**src/rt_cfg2_defines.svh**
```systemverilog
`ifndef RT_CFG2_DEFINES_SVH
`define RT_CFG2_DEFINES_SVH

// register map
`define RT_CFG2_OFFSET       16'h0001
`define RT_CFG2_RESET        16'h0000
`define RT_CFG2_IMPL_MASK    16'hF000

// field positions
`define RT_TOSEL_HI          15
`define RT_TOSEL_LO          14
`define RT_TRXB_BIT          13
`define RT_TIME_TAG_LOAD_STROBE_BIT        12

// timing
`define RT_CLK_MHZ           20
`define RT_TIMEOUT_US_11     150
`define RT_TIMEOUT_US_10     125
`define RT_TIMEOUT_US_01     100
`define RT_TIMEOUT_US_00     57
`define RT_TIMEOUT_CYC_11    (`RT_TIMEOUT_US_11 * `RT_CLK_MHZ)
`define RT_TIMEOUT_CYC_10    (`RT_TIMEOUT_US_10 * `RT_CLK_MHZ)
`define RT_TIMEOUT_CYC_01    (`RT_TIMEOUT_US_01 * `RT_CLK_MHZ)
`define RT_TIMEOUT_CYC_00    (`RT_TIMEOUT_US_00 * `RT_CLK_MHZ)

// holding buffer
`define RT_HOLD_DEPTH        32

`endif

```
**src/rt_cfg2_pkg.sv**
```systemverilog
package rt_cfg2_pkg;
    typedef logic [15:0] word_t;
    typedef logic [4:0]  word_index_t;
    typedef logic [5:0]  word_count_t;
    typedef logic [11:0] timer_t;

    typedef enum logic {
        TO_IDLE = 1'b0,
        TO_WAIT = 1'b1
    } timeout_state_t;

    typedef enum logic {
        HB_COLLECT = 1'b0,
        HB_BURST   = 1'b1
    } hold_state_t;
endpackage

```
**src/hold_buffer_if.sv**
```systemverilog
`timescale 1ns/1ns
interface hold_buffer_if;
    import rt_cfg2_pkg::*;
    logic        wr_valid;
    word_index_t wr_index;
    word_t       wr_data;
    logic        commit;
    logic        discard;
    logic        busy;
    logic        mem_we;
    word_index_t mem_addr;
    word_t       mem_data;

    modport ctrl (output wr_valid, wr_index, wr_data, commit, discard,
                  input  busy, mem_we, mem_addr, mem_data);
    modport hold (input  wr_valid, wr_index, wr_data, commit, discard,
                  output busy, mem_we, mem_addr, mem_data);
endinterface

```
**src/hold_buffer.sv**
```systemverilog
`timescale 1ns/1ns
`include "rt_cfg2_defines.svh"
module hold_buffer
    import rt_cfg2_pkg::*;
(
    input  wire logic  sys_clk_in,
    input  wire logic  resetn_in,
    hold_buffer_if.hold hb
);
    word_t       store_reg [`RT_HOLD_DEPTH];
    word_t       store_next [`RT_HOLD_DEPTH];
    hold_state_t state_reg;
    hold_state_t state_next;
    word_count_t count_reg;
    word_count_t count_next;
    word_count_t ptr_reg;
    word_count_t ptr_next;
    logic        we_reg;
    logic        we_next;
    word_index_t addr_reg;
    word_index_t addr_next;
    word_t       data_reg;
    word_t       data_next;

    always_comb begin
        store_next = store_reg;
        state_next = state_reg;
        count_next = count_reg;
        ptr_next   = ptr_reg;
        we_next    = 1'b0;
        addr_next  = addr_reg;
        data_next  = data_reg;
        unique case (state_reg)
            HB_COLLECT: begin
                if (hb.wr_valid) begin
                    // words held aside, memory untouched
                    store_next[hb.wr_index] = hb.wr_data;
                    if ({1'b0, hb.wr_index} >= count_reg) begin
                        count_next = word_count_t'({1'b0, hb.wr_index} + 6'h01);
                    end
                end
                if (hb.discard) begin
                    count_next = 6'h00;
                end else if (hb.commit && count_next != 6'h00) begin
                    // error-free end starts the burst
                    state_next = HB_BURST;
                    ptr_next   = 6'h00;
                end
            end
            HB_BURST: begin
                // one held word per cycle to data memory
                we_next   = 1'b1;
                addr_next = ptr_reg[4:0];
                data_next = store_reg[ptr_reg[4:0]];
                ptr_next  = ptr_reg + 6'h01;
                if (ptr_next == count_reg) begin
                    state_next = HB_COLLECT;
                    count_next = 6'h00;
                end
            end
        endcase
    end

    always_ff @(posedge sys_clk_in or negedge resetn_in) begin
        if (!resetn_in) begin
            state_reg <= HB_COLLECT;
            count_reg <= 6'h00;
            ptr_reg   <= 6'h00;
            we_reg    <= 1'b0;
            addr_reg  <= 5'h00;
            data_reg  <= 16'h0000;
            for (int i = 0; i < `RT_HOLD_DEPTH; i++) begin
                store_reg[i] <= 16'h0000;
            end
        end else begin
            state_reg <= state_next;
            count_reg <= count_next;
            ptr_reg   <= ptr_next;
            we_reg    <= we_next;
            addr_reg  <= addr_next;
            data_reg  <= data_next;
            store_reg <= store_next;
        end
    end

    assign hb.busy     = (state_reg == HB_BURST);
    assign hb.mem_we   = we_reg;
    assign hb.mem_addr = addr_reg;
    assign hb.mem_data = data_reg;

    burst_on_commit_a: assert property (@(posedge sys_clk_in) disable iff (!resetn_in)
        (state_reg == HB_COLLECT) ##1 (state_reg == HB_BURST) |-> $past(hb.commit) && !$past(hb.discard))
        else $error("burst started without clean commit");
endmodule

```
**src/rt_config_two_controls.sv**
```systemverilog
`timescale 1ns/1ns
`include "rt_cfg2_defines.svh"
module rt_config_two_controls
    import rt_cfg2_pkg::*;
(
    input  wire logic        sys_clk_in,
    input  wire logic        resetn_in,
    input  wire logic        soft_reset_in,
    input  wire logic [15:0] host_addr_in,
    input  wire logic        host_wr_in,
    input  wire logic        host_rd_in,
    input  wire logic [15:0] host_wdata_in,
    output logic      [15:0] host_rdata_out,
    input  wire logic        rtrt_wait_start_in,
    input  wire logic        rtrt_tx_begun_in,
    output logic             rtrt_timeout_error_out,
    input  wire logic        rx_word_valid_in,
    input  wire logic [4:0]  rx_word_index_in,
    input  wire logic [15:0] rx_word_in,
    input  wire logic        msg_done_in,
    input  wire logic        msg_error_in,
    output logic             mem_we_out,
    output logic      [4:0]  mem_addr_out,
    output logic      [15:0] mem_data_out,
    input  wire logic [15:0] time_tag_utility_in,
    output logic             time_tag_load_out,
    output logic      [15:0] time_tag_value_out,
    output logic             temp_receive_buffer_enable_out
);
    function automatic timer_t timeout_limit(input logic [1:0] sel);
        unique case (sel)
            2'b11:   timeout_limit = timer_t'(`RT_TIMEOUT_CYC_11);
            2'b10:   timeout_limit = timer_t'(`RT_TIMEOUT_CYC_10);
            2'b01:   timeout_limit = timer_t'(`RT_TIMEOUT_CYC_01);
            default: timeout_limit = timer_t'(`RT_TIMEOUT_CYC_00);
        endcase
    endfunction

    hold_buffer_if hb ();

    hold_buffer u_hold (
        .sys_clk_in (sys_clk_in),
        .resetn_in  (resetn_in),
        .hb         (hb)
    );

    word_t          cfg_reg;
    word_t          cfg_next;
    word_t          rdata_reg;
    word_t          rdata_next;
    logic           load_reg;
    logic           load_next;
    word_t          tt_value_reg;
    word_t          tt_value_next;
    timeout_state_t to_state_reg;
    timeout_state_t to_state_next;
    timer_t         timer_reg;
    timer_t         timer_next;
    logic           to_err_reg;
    logic           to_err_next;
    logic           mem_we_reg;
    logic           mem_we_next;
    word_index_t    mem_addr_reg;
    word_index_t    mem_addr_next;
    word_t          mem_data_reg;
    word_t          mem_data_next;
    logic           cfg_hit;
    logic           hold_en;
    timer_t         limit;

    assign cfg_hit = (host_addr_in == `RT_CFG2_OFFSET);
    assign hold_en = cfg_reg[`RT_TRXB_BIT];
    assign limit   = timeout_limit(cfg_reg[`RT_TOSEL_HI:`RT_TOSEL_LO]);

    // register, read port and time-tag load
    always_comb begin
        cfg_next      = cfg_reg;
        load_next     = 1'b0;
        tt_value_next = tt_value_reg;
        rdata_next    = rdata_reg;
        if (load_reg) begin
            cfg_next[`RT_TIME_TAG_LOAD_STROBE_BIT] = 1'b0;
        end
        if (host_wr_in && cfg_hit) begin
            // soft_reset_in deliberately not used here
            cfg_next = host_wdata_in & `RT_CFG2_IMPL_MASK;
            if (!cfg_reg[`RT_TIME_TAG_LOAD_STROBE_BIT] && host_wdata_in[`RT_TIME_TAG_LOAD_STROBE_BIT]) begin
                load_next     = 1'b1;
                tt_value_next = time_tag_utility_in;
            end
        end
        if (host_rd_in) begin
            rdata_next = cfg_hit ? cfg_reg : 16'h0000;
        end
    end

    always_ff @(posedge sys_clk_in or negedge resetn_in) begin
        if (!resetn_in) begin
            cfg_reg      <= `RT_CFG2_RESET;
            load_reg     <= 1'b0;
            tt_value_reg <= 16'h0000;
            rdata_reg    <= 16'h0000;
        end else begin
            cfg_reg      <= cfg_next;
            load_reg     <= load_next;
            tt_value_reg <= tt_value_next;
            rdata_reg    <= rdata_next;
        end
    end

    // RT-RT no-response timer
    always_comb begin
        to_state_next = to_state_reg;
        timer_next    = timer_reg;
        to_err_next   = 1'b0;
        unique case (to_state_reg)
            TO_IDLE: begin
                if (rtrt_wait_start_in) begin
                    to_state_next = TO_WAIT;
                    timer_next    = 12'h001;
                end
            end
            TO_WAIT: begin
                if (rtrt_tx_begun_in) begin
                    to_state_next = TO_IDLE;
                end else if (timer_reg >= limit) begin
                    to_state_next = TO_IDLE;
                    to_err_next   = 1'b1;
                end else begin
                    timer_next = timer_reg + 12'h001;
                end
            end
        endcase
    end

    always_ff @(posedge sys_clk_in or negedge resetn_in) begin
        if (!resetn_in) begin
            to_state_reg <= TO_IDLE;
            timer_reg    <= 12'h000;
            to_err_reg   <= 1'b0;
        end else begin
            to_state_reg <= to_state_next;
            timer_reg    <= timer_next;
            to_err_reg   <= to_err_next;
        end
    end

    // receive data path: direct or held
    assign hb.wr_valid = hold_en && rx_word_valid_in;
    assign hb.wr_index = rx_word_index_in;
    assign hb.wr_data  = rx_word_in;
    assign hb.commit   = hold_en && msg_done_in && !msg_error_in && !to_err_reg;
    assign hb.discard  = hold_en && (msg_error_in || to_err_reg);

    always_comb begin
        mem_we_next   = 1'b0;
        mem_addr_next = mem_addr_reg;
        mem_data_next = mem_data_reg;
        if (hold_en || hb.busy) begin
            mem_we_next = hb.mem_we;
            if (hb.mem_we) begin
                mem_addr_next = hb.mem_addr;
                mem_data_next = hb.mem_data;
            end
        end else if (rx_word_valid_in) begin
            mem_we_next   = 1'b1;
            mem_addr_next = rx_word_index_in;
            mem_data_next = rx_word_in;
        end
    end

    always_ff @(posedge sys_clk_in or negedge resetn_in) begin
        if (!resetn_in) begin
            mem_we_reg   <= 1'b0;
            mem_addr_reg <= 5'h00;
            mem_data_reg <= 16'h0000;
        end else begin
            mem_we_reg   <= mem_we_next;
            mem_addr_reg <= mem_addr_next;
            mem_data_reg <= mem_data_next;
        end
    end

    assign host_rdata_out                 = rdata_reg;
    assign rtrt_timeout_error_out         = to_err_reg;
    assign mem_we_out                     = mem_we_reg;
    assign mem_addr_out                   = mem_addr_reg;
    assign mem_data_out                   = mem_data_reg;
    assign time_tag_load_out              = load_reg;
    assign time_tag_value_out             = tt_value_reg;
    assign temp_receive_buffer_enable_out = cfg_reg[`RT_TRXB_BIT];

    reg_read_a: assert property (@(posedge sys_clk_in) disable iff (!resetn_in)
        host_rd_in && cfg_hit |=> host_rdata_out == $past(cfg_reg))
        else $error("readback differs from register");
    soft_reset_keep_a: assert property (@(posedge sys_clk_in) disable iff (!resetn_in)
        soft_reset_in && !host_wr_in && !load_reg |=> $stable(cfg_reg))
        else $error("register changed on soft reset");
    timeout_fire_a: assert property (@(posedge sys_clk_in) disable iff (!resetn_in)
        to_state_reg == TO_WAIT && timer_reg >= limit && !rtrt_tx_begun_in |=> rtrt_timeout_error_out)
        else $error("timeout not flagged");
    timeout_exact_a: assert property (@(posedge sys_clk_in) disable iff (!resetn_in)
        rtrt_timeout_error_out |-> $past(timer_reg) == $past(limit))
        else $error("timeout at wrong count");
    held_no_write_a: assert property (@(posedge sys_clk_in) disable iff (!resetn_in)
        hold_en && !hb.busy && !hb.mem_we |=> !mem_we_out)
        else $error("memory written while holding");
    direct_write_a: assert property (@(posedge sys_clk_in) disable iff (!resetn_in)
        !hold_en && !hb.busy && rx_word_valid_in |=> mem_we_out && mem_data_out == $past(rx_word_in))
        else $error("direct word not written");
    load_pulse_a: assert property (@(posedge sys_clk_in) disable iff (!resetn_in)
        host_wr_in && cfg_hit && !cfg_reg[`RT_TIME_TAG_LOAD_STROBE_BIT] && host_wdata_in[`RT_TIME_TAG_LOAD_STROBE_BIT]
        |=> time_tag_load_out && time_tag_value_out == $past(time_tag_utility_in))
        else $error("time-tag load missing");
    self_clear_a: assert property (@(posedge sys_clk_in) disable iff (!resetn_in)
        time_tag_load_out && !(host_wr_in && cfg_hit) |=> !cfg_reg[`RT_TIME_TAG_LOAD_STROBE_BIT])
        else $error("load bit did not clear");
    single_load_a: assert property (@(posedge sys_clk_in) disable iff (!resetn_in)
        time_tag_load_out |=> !time_tag_load_out)
        else $error("load pulse longer than one cycle");
endmodule

```
**config.mk**
```make
export PLATFORM = sky130hd
export DESIGN_NAME = rt_config_two_controls
export DESIGN_NICKNAME = d
export VERILOG_FILES = /design/src/rt_cfg2_pkg.sv /design/src/hold_buffer_if.sv /design/src/hold_buffer.sv /design/src/rt_config_two_controls.sv
export VERILOG_INCLUDE_DIRS = /design/src
export SDC_FILE = /design/constraint.sdc
export NUM_CORES = 1
export LEC_CHECK = 0
export BUFFER_PORTS_ARGS = -buffer_cell sky130_fd_sc_hd__buf_4
export CAP_MARGIN = 20
export CORE_ASPECT_RATIO = 0.5
export CORE_MARGIN = 1.5
export CORE_UTILIZATION = 50
export CTS_CLUSTER_DIAMETER = 60
export DETAILED_ROUTE_END_ITERATION = 16
export PLACE_DENSITY_LB_ADDON = 0.12
export SYNTH_ARGS = -nofsm -noshare
export SYNTH_HDL_FRONTEND = slang
export SYNTH_HIERARCHICAL = 1
export SYNTH_SLANG_ARGS = --single-unit
```
**constraint.sdc**
```tcl
create_clock -name sys_clk_in -period 3.8 [get_ports sys_clk_in]
set_input_delay 0.76 -clock sys_clk_in [delete_from_list [all_inputs] [get_ports sys_clk_in]]
set_output_delay 0.76 -clock sys_clk_in [all_outputs]
set_load 0.03 [all_outputs]
```
* Word level (Yosys, flattened, before mapping)
Index checks and enable logic that the tools add are counted.
** Storage, ports and cells
- Flip-flop bits (word level) :: 620
- Bits in latches :: 0
- Memory bits (writable) :: 0
- Bits in read-only memories :: 0
- Bits of input ports :: 79
- Output and inout bits :: 57
- Word-level logic and storage cells :: 140
- Memories kept :: 0
** Cells by class
- Add/sub/neg operators :: 3
- Multiply operators :: 0
- Divide/modulo/power cells :: 0
- $lt $le $gt $ge :: 5
- Eq/ne operators :: 12
- Shift operators :: 0
- Multiplexer cells :: 45
- Bitwise logic cells :: 4
- Reductions and logical operators :: 22
** Operators with widths (count)
- 512-bit bitwise mux :: 1
- 16-bit two-way mux :: 7
- 16-bit binary-select mux with 5-bit select :: 1
- 16-bit demux with 5-bit select :: 1
- 6-bit two-way mux :: 7
- 12-bit two-way mux :: 3
- 12-bit case mux with 3 select lines :: 1
- 12-bit case mux with 2 select lines :: 1
- 6-bit case mux with 2 select lines :: 2
- 16-bit by 1-bit == test with 1-bit output (second input constant) :: 1
- 1-bit two-way mux :: 15
- 5-bit two-way mux :: 3
- 13-bit two-way mux :: 1
- 12-bit by 1-bit adder with 12-bit output (second input constant) :: 1
- 12-bit greater-or-equal comparator :: 1
- 6-bit greater-or-equal comparator (second input constant) :: 2
- 5-bit NOT with 6-bit output :: 2
- 2-bit != test (second input constant) :: 5
- 1-bit logical AND :: 9
- 2-bit AND reduction :: 4
- 5-bit by 1-bit adder with 6-bit output (second input constant) :: 1
- 6-bit by 1-bit adder with 6-bit output (second input constant) :: 1
- 6-bit == test :: 1
- 5-bit by 6-bit greater-or-equal comparator with 1-bit output :: 1
- 11 further kinds :: 19

* Depth between registers and ports, before layout
- Depth after elaboration :: 9
- Depth in mapped cells :: 11
- Gate-level depth less buffers :: 10

* Modules after synthesis
Netlist, hierarchy kept.
** By module, submodules not included
- hold_buffer :: times used 1, cells an instance 1585, area an instance 24891.4 um^2, seq. area each 13688.1 um^2
- rt_config_two_controls :: times used 1, cells an instance 294, area an instance 3244.4 um^2, seq. area each 1526.5 um^2

* Worst setup path before layout
No wires, ideal clock.
- Path type :: reg-to-reg
- Start :: register cfg_reg[15]
- End :: register timer_reg[6]
- Arrival :: 2.519 ns
- Required time :: 3.676 ns
- Path slack :: 1.157 ns
- Stages on the path, launching flop included :: 12
- Buffers on the path :: 1
- Period minus slack after synthesis :: 2.643 ns
- Cell sequence :: dfrtp_1 -> inv_1 -> ha_1 -> or2_2 -> ha_1 -> a21boi_0 -> o22ai_1 -> o2111ai_1 -> nand2_1 -> and2_0 -> clkbuf_1 -> a211o_1
** On the way
- Longest elaborated chain between the ends :: 5
- Elaborated cells on any way between the ends :: 7
- Those cells by class :: 1 x order compare; 4 x eq/ne; 1 x mux; 1 x reduce/logical
** RTL lines
- start: declaration :: RTL line rt_config_two_controls.sv:47 : word_t cfg_reg;
- start signal: assignment :: RTL line rt_config_two_controls.sv:99 : cfg_reg <= `RT_CFG2_RESET;
- start signal: assignment :: RTL line rt_config_two_controls.sv:104 : cfg_reg <= cfg_next;
- 2-bit by 1-bit == test with 1-bit output / 2-bit == test (equally long branches) :: RTL line rt_config_two_controls.sv:31 : unique case (sel)
- 12-bit case mux with 3 select lines (*) :: RTL line rt_config_two_controls.sv:31
- 12-bit greater-or-equal comparator (*) :: RTL line rt_config_two_controls.sv:126 : end else if (timer_reg >= limit) begin
- 2-bit != test (no source line) (*)
- 3-bit AND reduction (no source line) (*)
- end signal: assignment :: RTL line rt_config_two_controls.sv:143 : timer_reg <= timer_next;
- end: declaration :: RTL line rt_config_two_controls.sv:57 : timer_t timer_reg;
Every way passes the cells marked *; elsewhere a longest branch is shown, timed or not.
A chain may end at the register's enable or synchronous reset.

* Worst setup path after layout
- Start :: register cfg_reg[15]
- End :: register timer_reg[10]
The elaborated chain is that of the path after synthesis.

==> summary.md <==
| Metric | Value |
|---|---|
| Global placer's final weighted congestion | 0.8480 |
| Max reg flops | 512 |
| Grt met2 use | 35.31% |
| Largest net degree at the start of global routing | 108 |
| Buf/Inv on CP | 2 |
| Post-DR vias/cell | 5.839 |
| Crit path launch type | register |
| Fin. Hold Viols | 0 |
| PostCTS Resize Cnt | 0 |
| CTS Buf Count | 55 |
| Pre-antenna DRT Iters | 5 |
| Final worst-path cycle share | 81.79% |
| Fin. max-slew vios | 0 |
| Worst hold path type | in2async |
| CP Class | reg2reg |
| DP Area | 29920 um2 |
| CTS tree | yes |
| Final instance area | 31820 um2 |
| DR WL/cell | 24.06 um |
| Layout area overhead | 13.10% |
| EDFF count, synth | 0 |
| Antenna violations before repair | 2 |
| Mean Syn Cell Area | 14.97 um2 |
| Die Area | 57790 um2 |
| Iter 0 DRT Violations | 1092 |
| Worst slew margin | 22.44% |
| Cts hold-fix bufs | 0 |
| Root Driver | clkbuf_16 |
| Max-Cap Viols | 0 |
| WP data required | 4.28 ns |
| Post-synthesis instance total | 1879 |
| Leading area contributor after synthesis | dfrtp_1 |
| IO Count | 136 |
| Finish-stage setup viols | 0 |
| Slew @ Worst Pin | 1.163 ns |
| Synth top area share | 54.08% |
| Synth unique cells | 63 |
| Busiest grt layer | met1 |
| Drt drc | 0 |
| Final HPWL DP | 41650 um |
| Max Buffers Root-to-Sink | 3 |
| Clock latency at the later pin of the worst-skew pair | 0.62 ns |
| Ratio of cells with drive above 1 in the final layout | 48.23% |
| Min Tclk post-route | 3.108 ns |
| Async SR Flop Fraction | 100.0% |
| Number of synthesized register bits | 608 |
| Critical path's top delay family | compound AO/OA/AOI/OAI gates |
| Syn. warnings | 6 |
| Overflow after GRT | 0 |
| Synth area leaders | dfrtp_1, mux2_2, mux4_2 |
| Total number of vias | 16160 |
| LEAKAGE | 16.04 nW |
| R2r startpoint | cfg_reg[15]$_DFFE_PN0P_ |
| Die height | 170.7 um |
| H-tree depth | 2 |
| GRT Total Usage | 23.43% |
| Crit-path max cell delay | 0.47 ns |
| Initial Util | 50.64% |
| Total wire length | 66610 um |
| Port Buf Inserts | 110 |
| Crit path max-delay cell type | dfrtp_1 |
| # rows | 61 |
| CP max FO | 11 |
| Crit path launch | cfg_reg[15]$_DFFE_PN0P_ |
| Final #Nets | 2075 |
| First-pass GRT wire length | 102900 um |
| Fmax | 321.7 MHz |
| Main synth FF type | dfrtp_1 |
| Die width | 338.5 um |
| VDD IR max | 0.0003672 V |
| Pwr per Cell Area | 408.3 nW/um2 |
| Postcts setup bufs | 0 |
| Routed Antenna Nets | 0 |
| Mapped Area | 28140 um2 |
| CP cell instances | inv_1 > ha_1 > or2_2 > ha_1 > a21boi_0 > o22ai_1 > o2111ai_1 > nand2_1 > buf_4 > and2_0 > a211o_1 |
| CTS sink cnt | 608 |
| GR Layer Usage met3 | 4.044% |
| Core footprint | 55560 um2 |
| Status | finished, final reports clean |
| RSZ-0062 raised after global routing | no |
| Most frequent CP cell | ha_1 |
| Grt met1 use | 35.94% |
| Setup TNS | 0 ns |
| CP Data Arrival Time | 3.59 ns |
| Seq/Total Area, Yosys | 54.08% |
| Clock transition at path regs | 0.07 ns |
| Number of global-route vias before repair | 16580 |
| Worst Setup End Kind | register |
| Worst Skew | 0.02543 ns |
-- cell usage after synthesis (9+ instances only) --
| master | n |
|---|---|
| a21oi_1 | 13 |
| a221o_1 | 11 |
| a22o_1 | 9 |
| buf_2 | 29 |
| buf_4 | 21 |
| clkbuf_1 | 94 |
| dfrtp_1 | 608 |
| ha_1 | 26 |
| inv_1 | 25 |
| mux2_2 | 528 |
| mux2_4 | 9 |
| mux2i_1 | 65 |
| mux4_2 | 138 |
| nand2_1 | 66 |
| nand3_1 | 21 |
| nor2_1 | 33 |
| o21ai_0 | 38 |
| o22ai_1 | 15 |
| xnor2_1 | 10 |
-- logic make-up (layout without fill, tap and decap cells) --
kind of cell | count (synthesis) | after routing | synth area share [%]
other | 1 | 13 | 0.01333
xor gates and xnor gates | 13 | 13 | 0.4047
buffers and inverters | 186 | 307 | 3.171
muxes | 740 | 740 | 34.97
and+or+nand+nor | 186 | 186 | 3.335
DFF | 608 | 608 | 54.08
adders and majority gates | 26 | 26 | 1.156
AOI/OAI and AO/OA | 119 | 119 | 2.873
-- area by class of cell --
class	instances	area, um2
Antenna cell	1	2.502
Timing Repair Buffer	182	1536
Tap cell	756	945.9
Fill cell	4500	23740
Inverter	27	101.3
Multi-Input combinational cell	1096	12110
Sequential cell	608	15230
Clock buffer	74	1558
Clock inverter	24	337.8
-- routing by layer --
layer	wire length, um	share of wire, %
met3	3059	4.6
met1	33180	50
met5	0	0
met4	969	1.5
met2	29400	44
-- report_power, final --
group	switching, mW	total, mW	internal [mW]
logic	0.389	0.536	0.147
registers	0.0331	6.54	6.51
clock network	2.50	5.91	3.42
total	2.92	13.0	10.1
-- cell usage in the layout (no fill, tap or decap), types with 11 or more instances in the layout --
cell | Yosys | layout
a21oi_1 | 13 | 13
a221o_1 | 11 | 11
buf_12 | 3 | 13
buf_4 | 21 | 168
clkbuf_16 | 0 | 55
clkbuf_8 | 0 | 11
clkinv_2 | 0 | 11
conb_1 | 1 | 12
dfrtp_1 | 608 | 605
ha_1 | 26 | 26
inv_1 | 25 | 25
mux2_2 | 528 | 528
mux2i_1 | 65 | 64
mux4_2 | 138 | 138
nand2_1 | 66 | 66
nand3_1 | 21 | 21
nor2_1 | 33 | 23
o21ai_0 | 38 | 38
o22ai_1 | 15 | 15
-- final timing paths --
kind                       cells past startpoint  slack (ns)                                 to
max in group asynchronous                      2        2.61   u_hold/store_reg[91]$_DFFE_PN0P_
min in group sys_clk_in                        2        0.38  time_tag_value_out[4]$_DFFE_PN0P_
max                                           11        0.69          timer_reg[10]$_DFFE_PN0P_
min reg2reg                                    2        0.49        mem_data_out[0]$_DFFE_PN0P_
max reg2reg                                   11        0.69          timer_reg[10]$_DFFE_PN0P_
min                                            1        0.17           timer_reg[7]$_DFFE_PN0P_
-- through the flow --
stage                     total power [mW]  setup slack (ns)  hold slack (ns)  cells  util [%]
after global placement               7.206            0.7295           0.4696   2669     53.85
after CTS                            13.14            0.6417           0.1896   2767     57.26
final                                12.99            0.6918           0.1722   2768     57.27
after detailed placement             7.210            0.6629           0.4752   2669     53.85
after global routing                 13.44            0.4748           0.2090   2768     57.27
after floorplan                      6.889             1.157           0.3906   1890         -
Note: power is estimated with default switching activity, not from simulation.
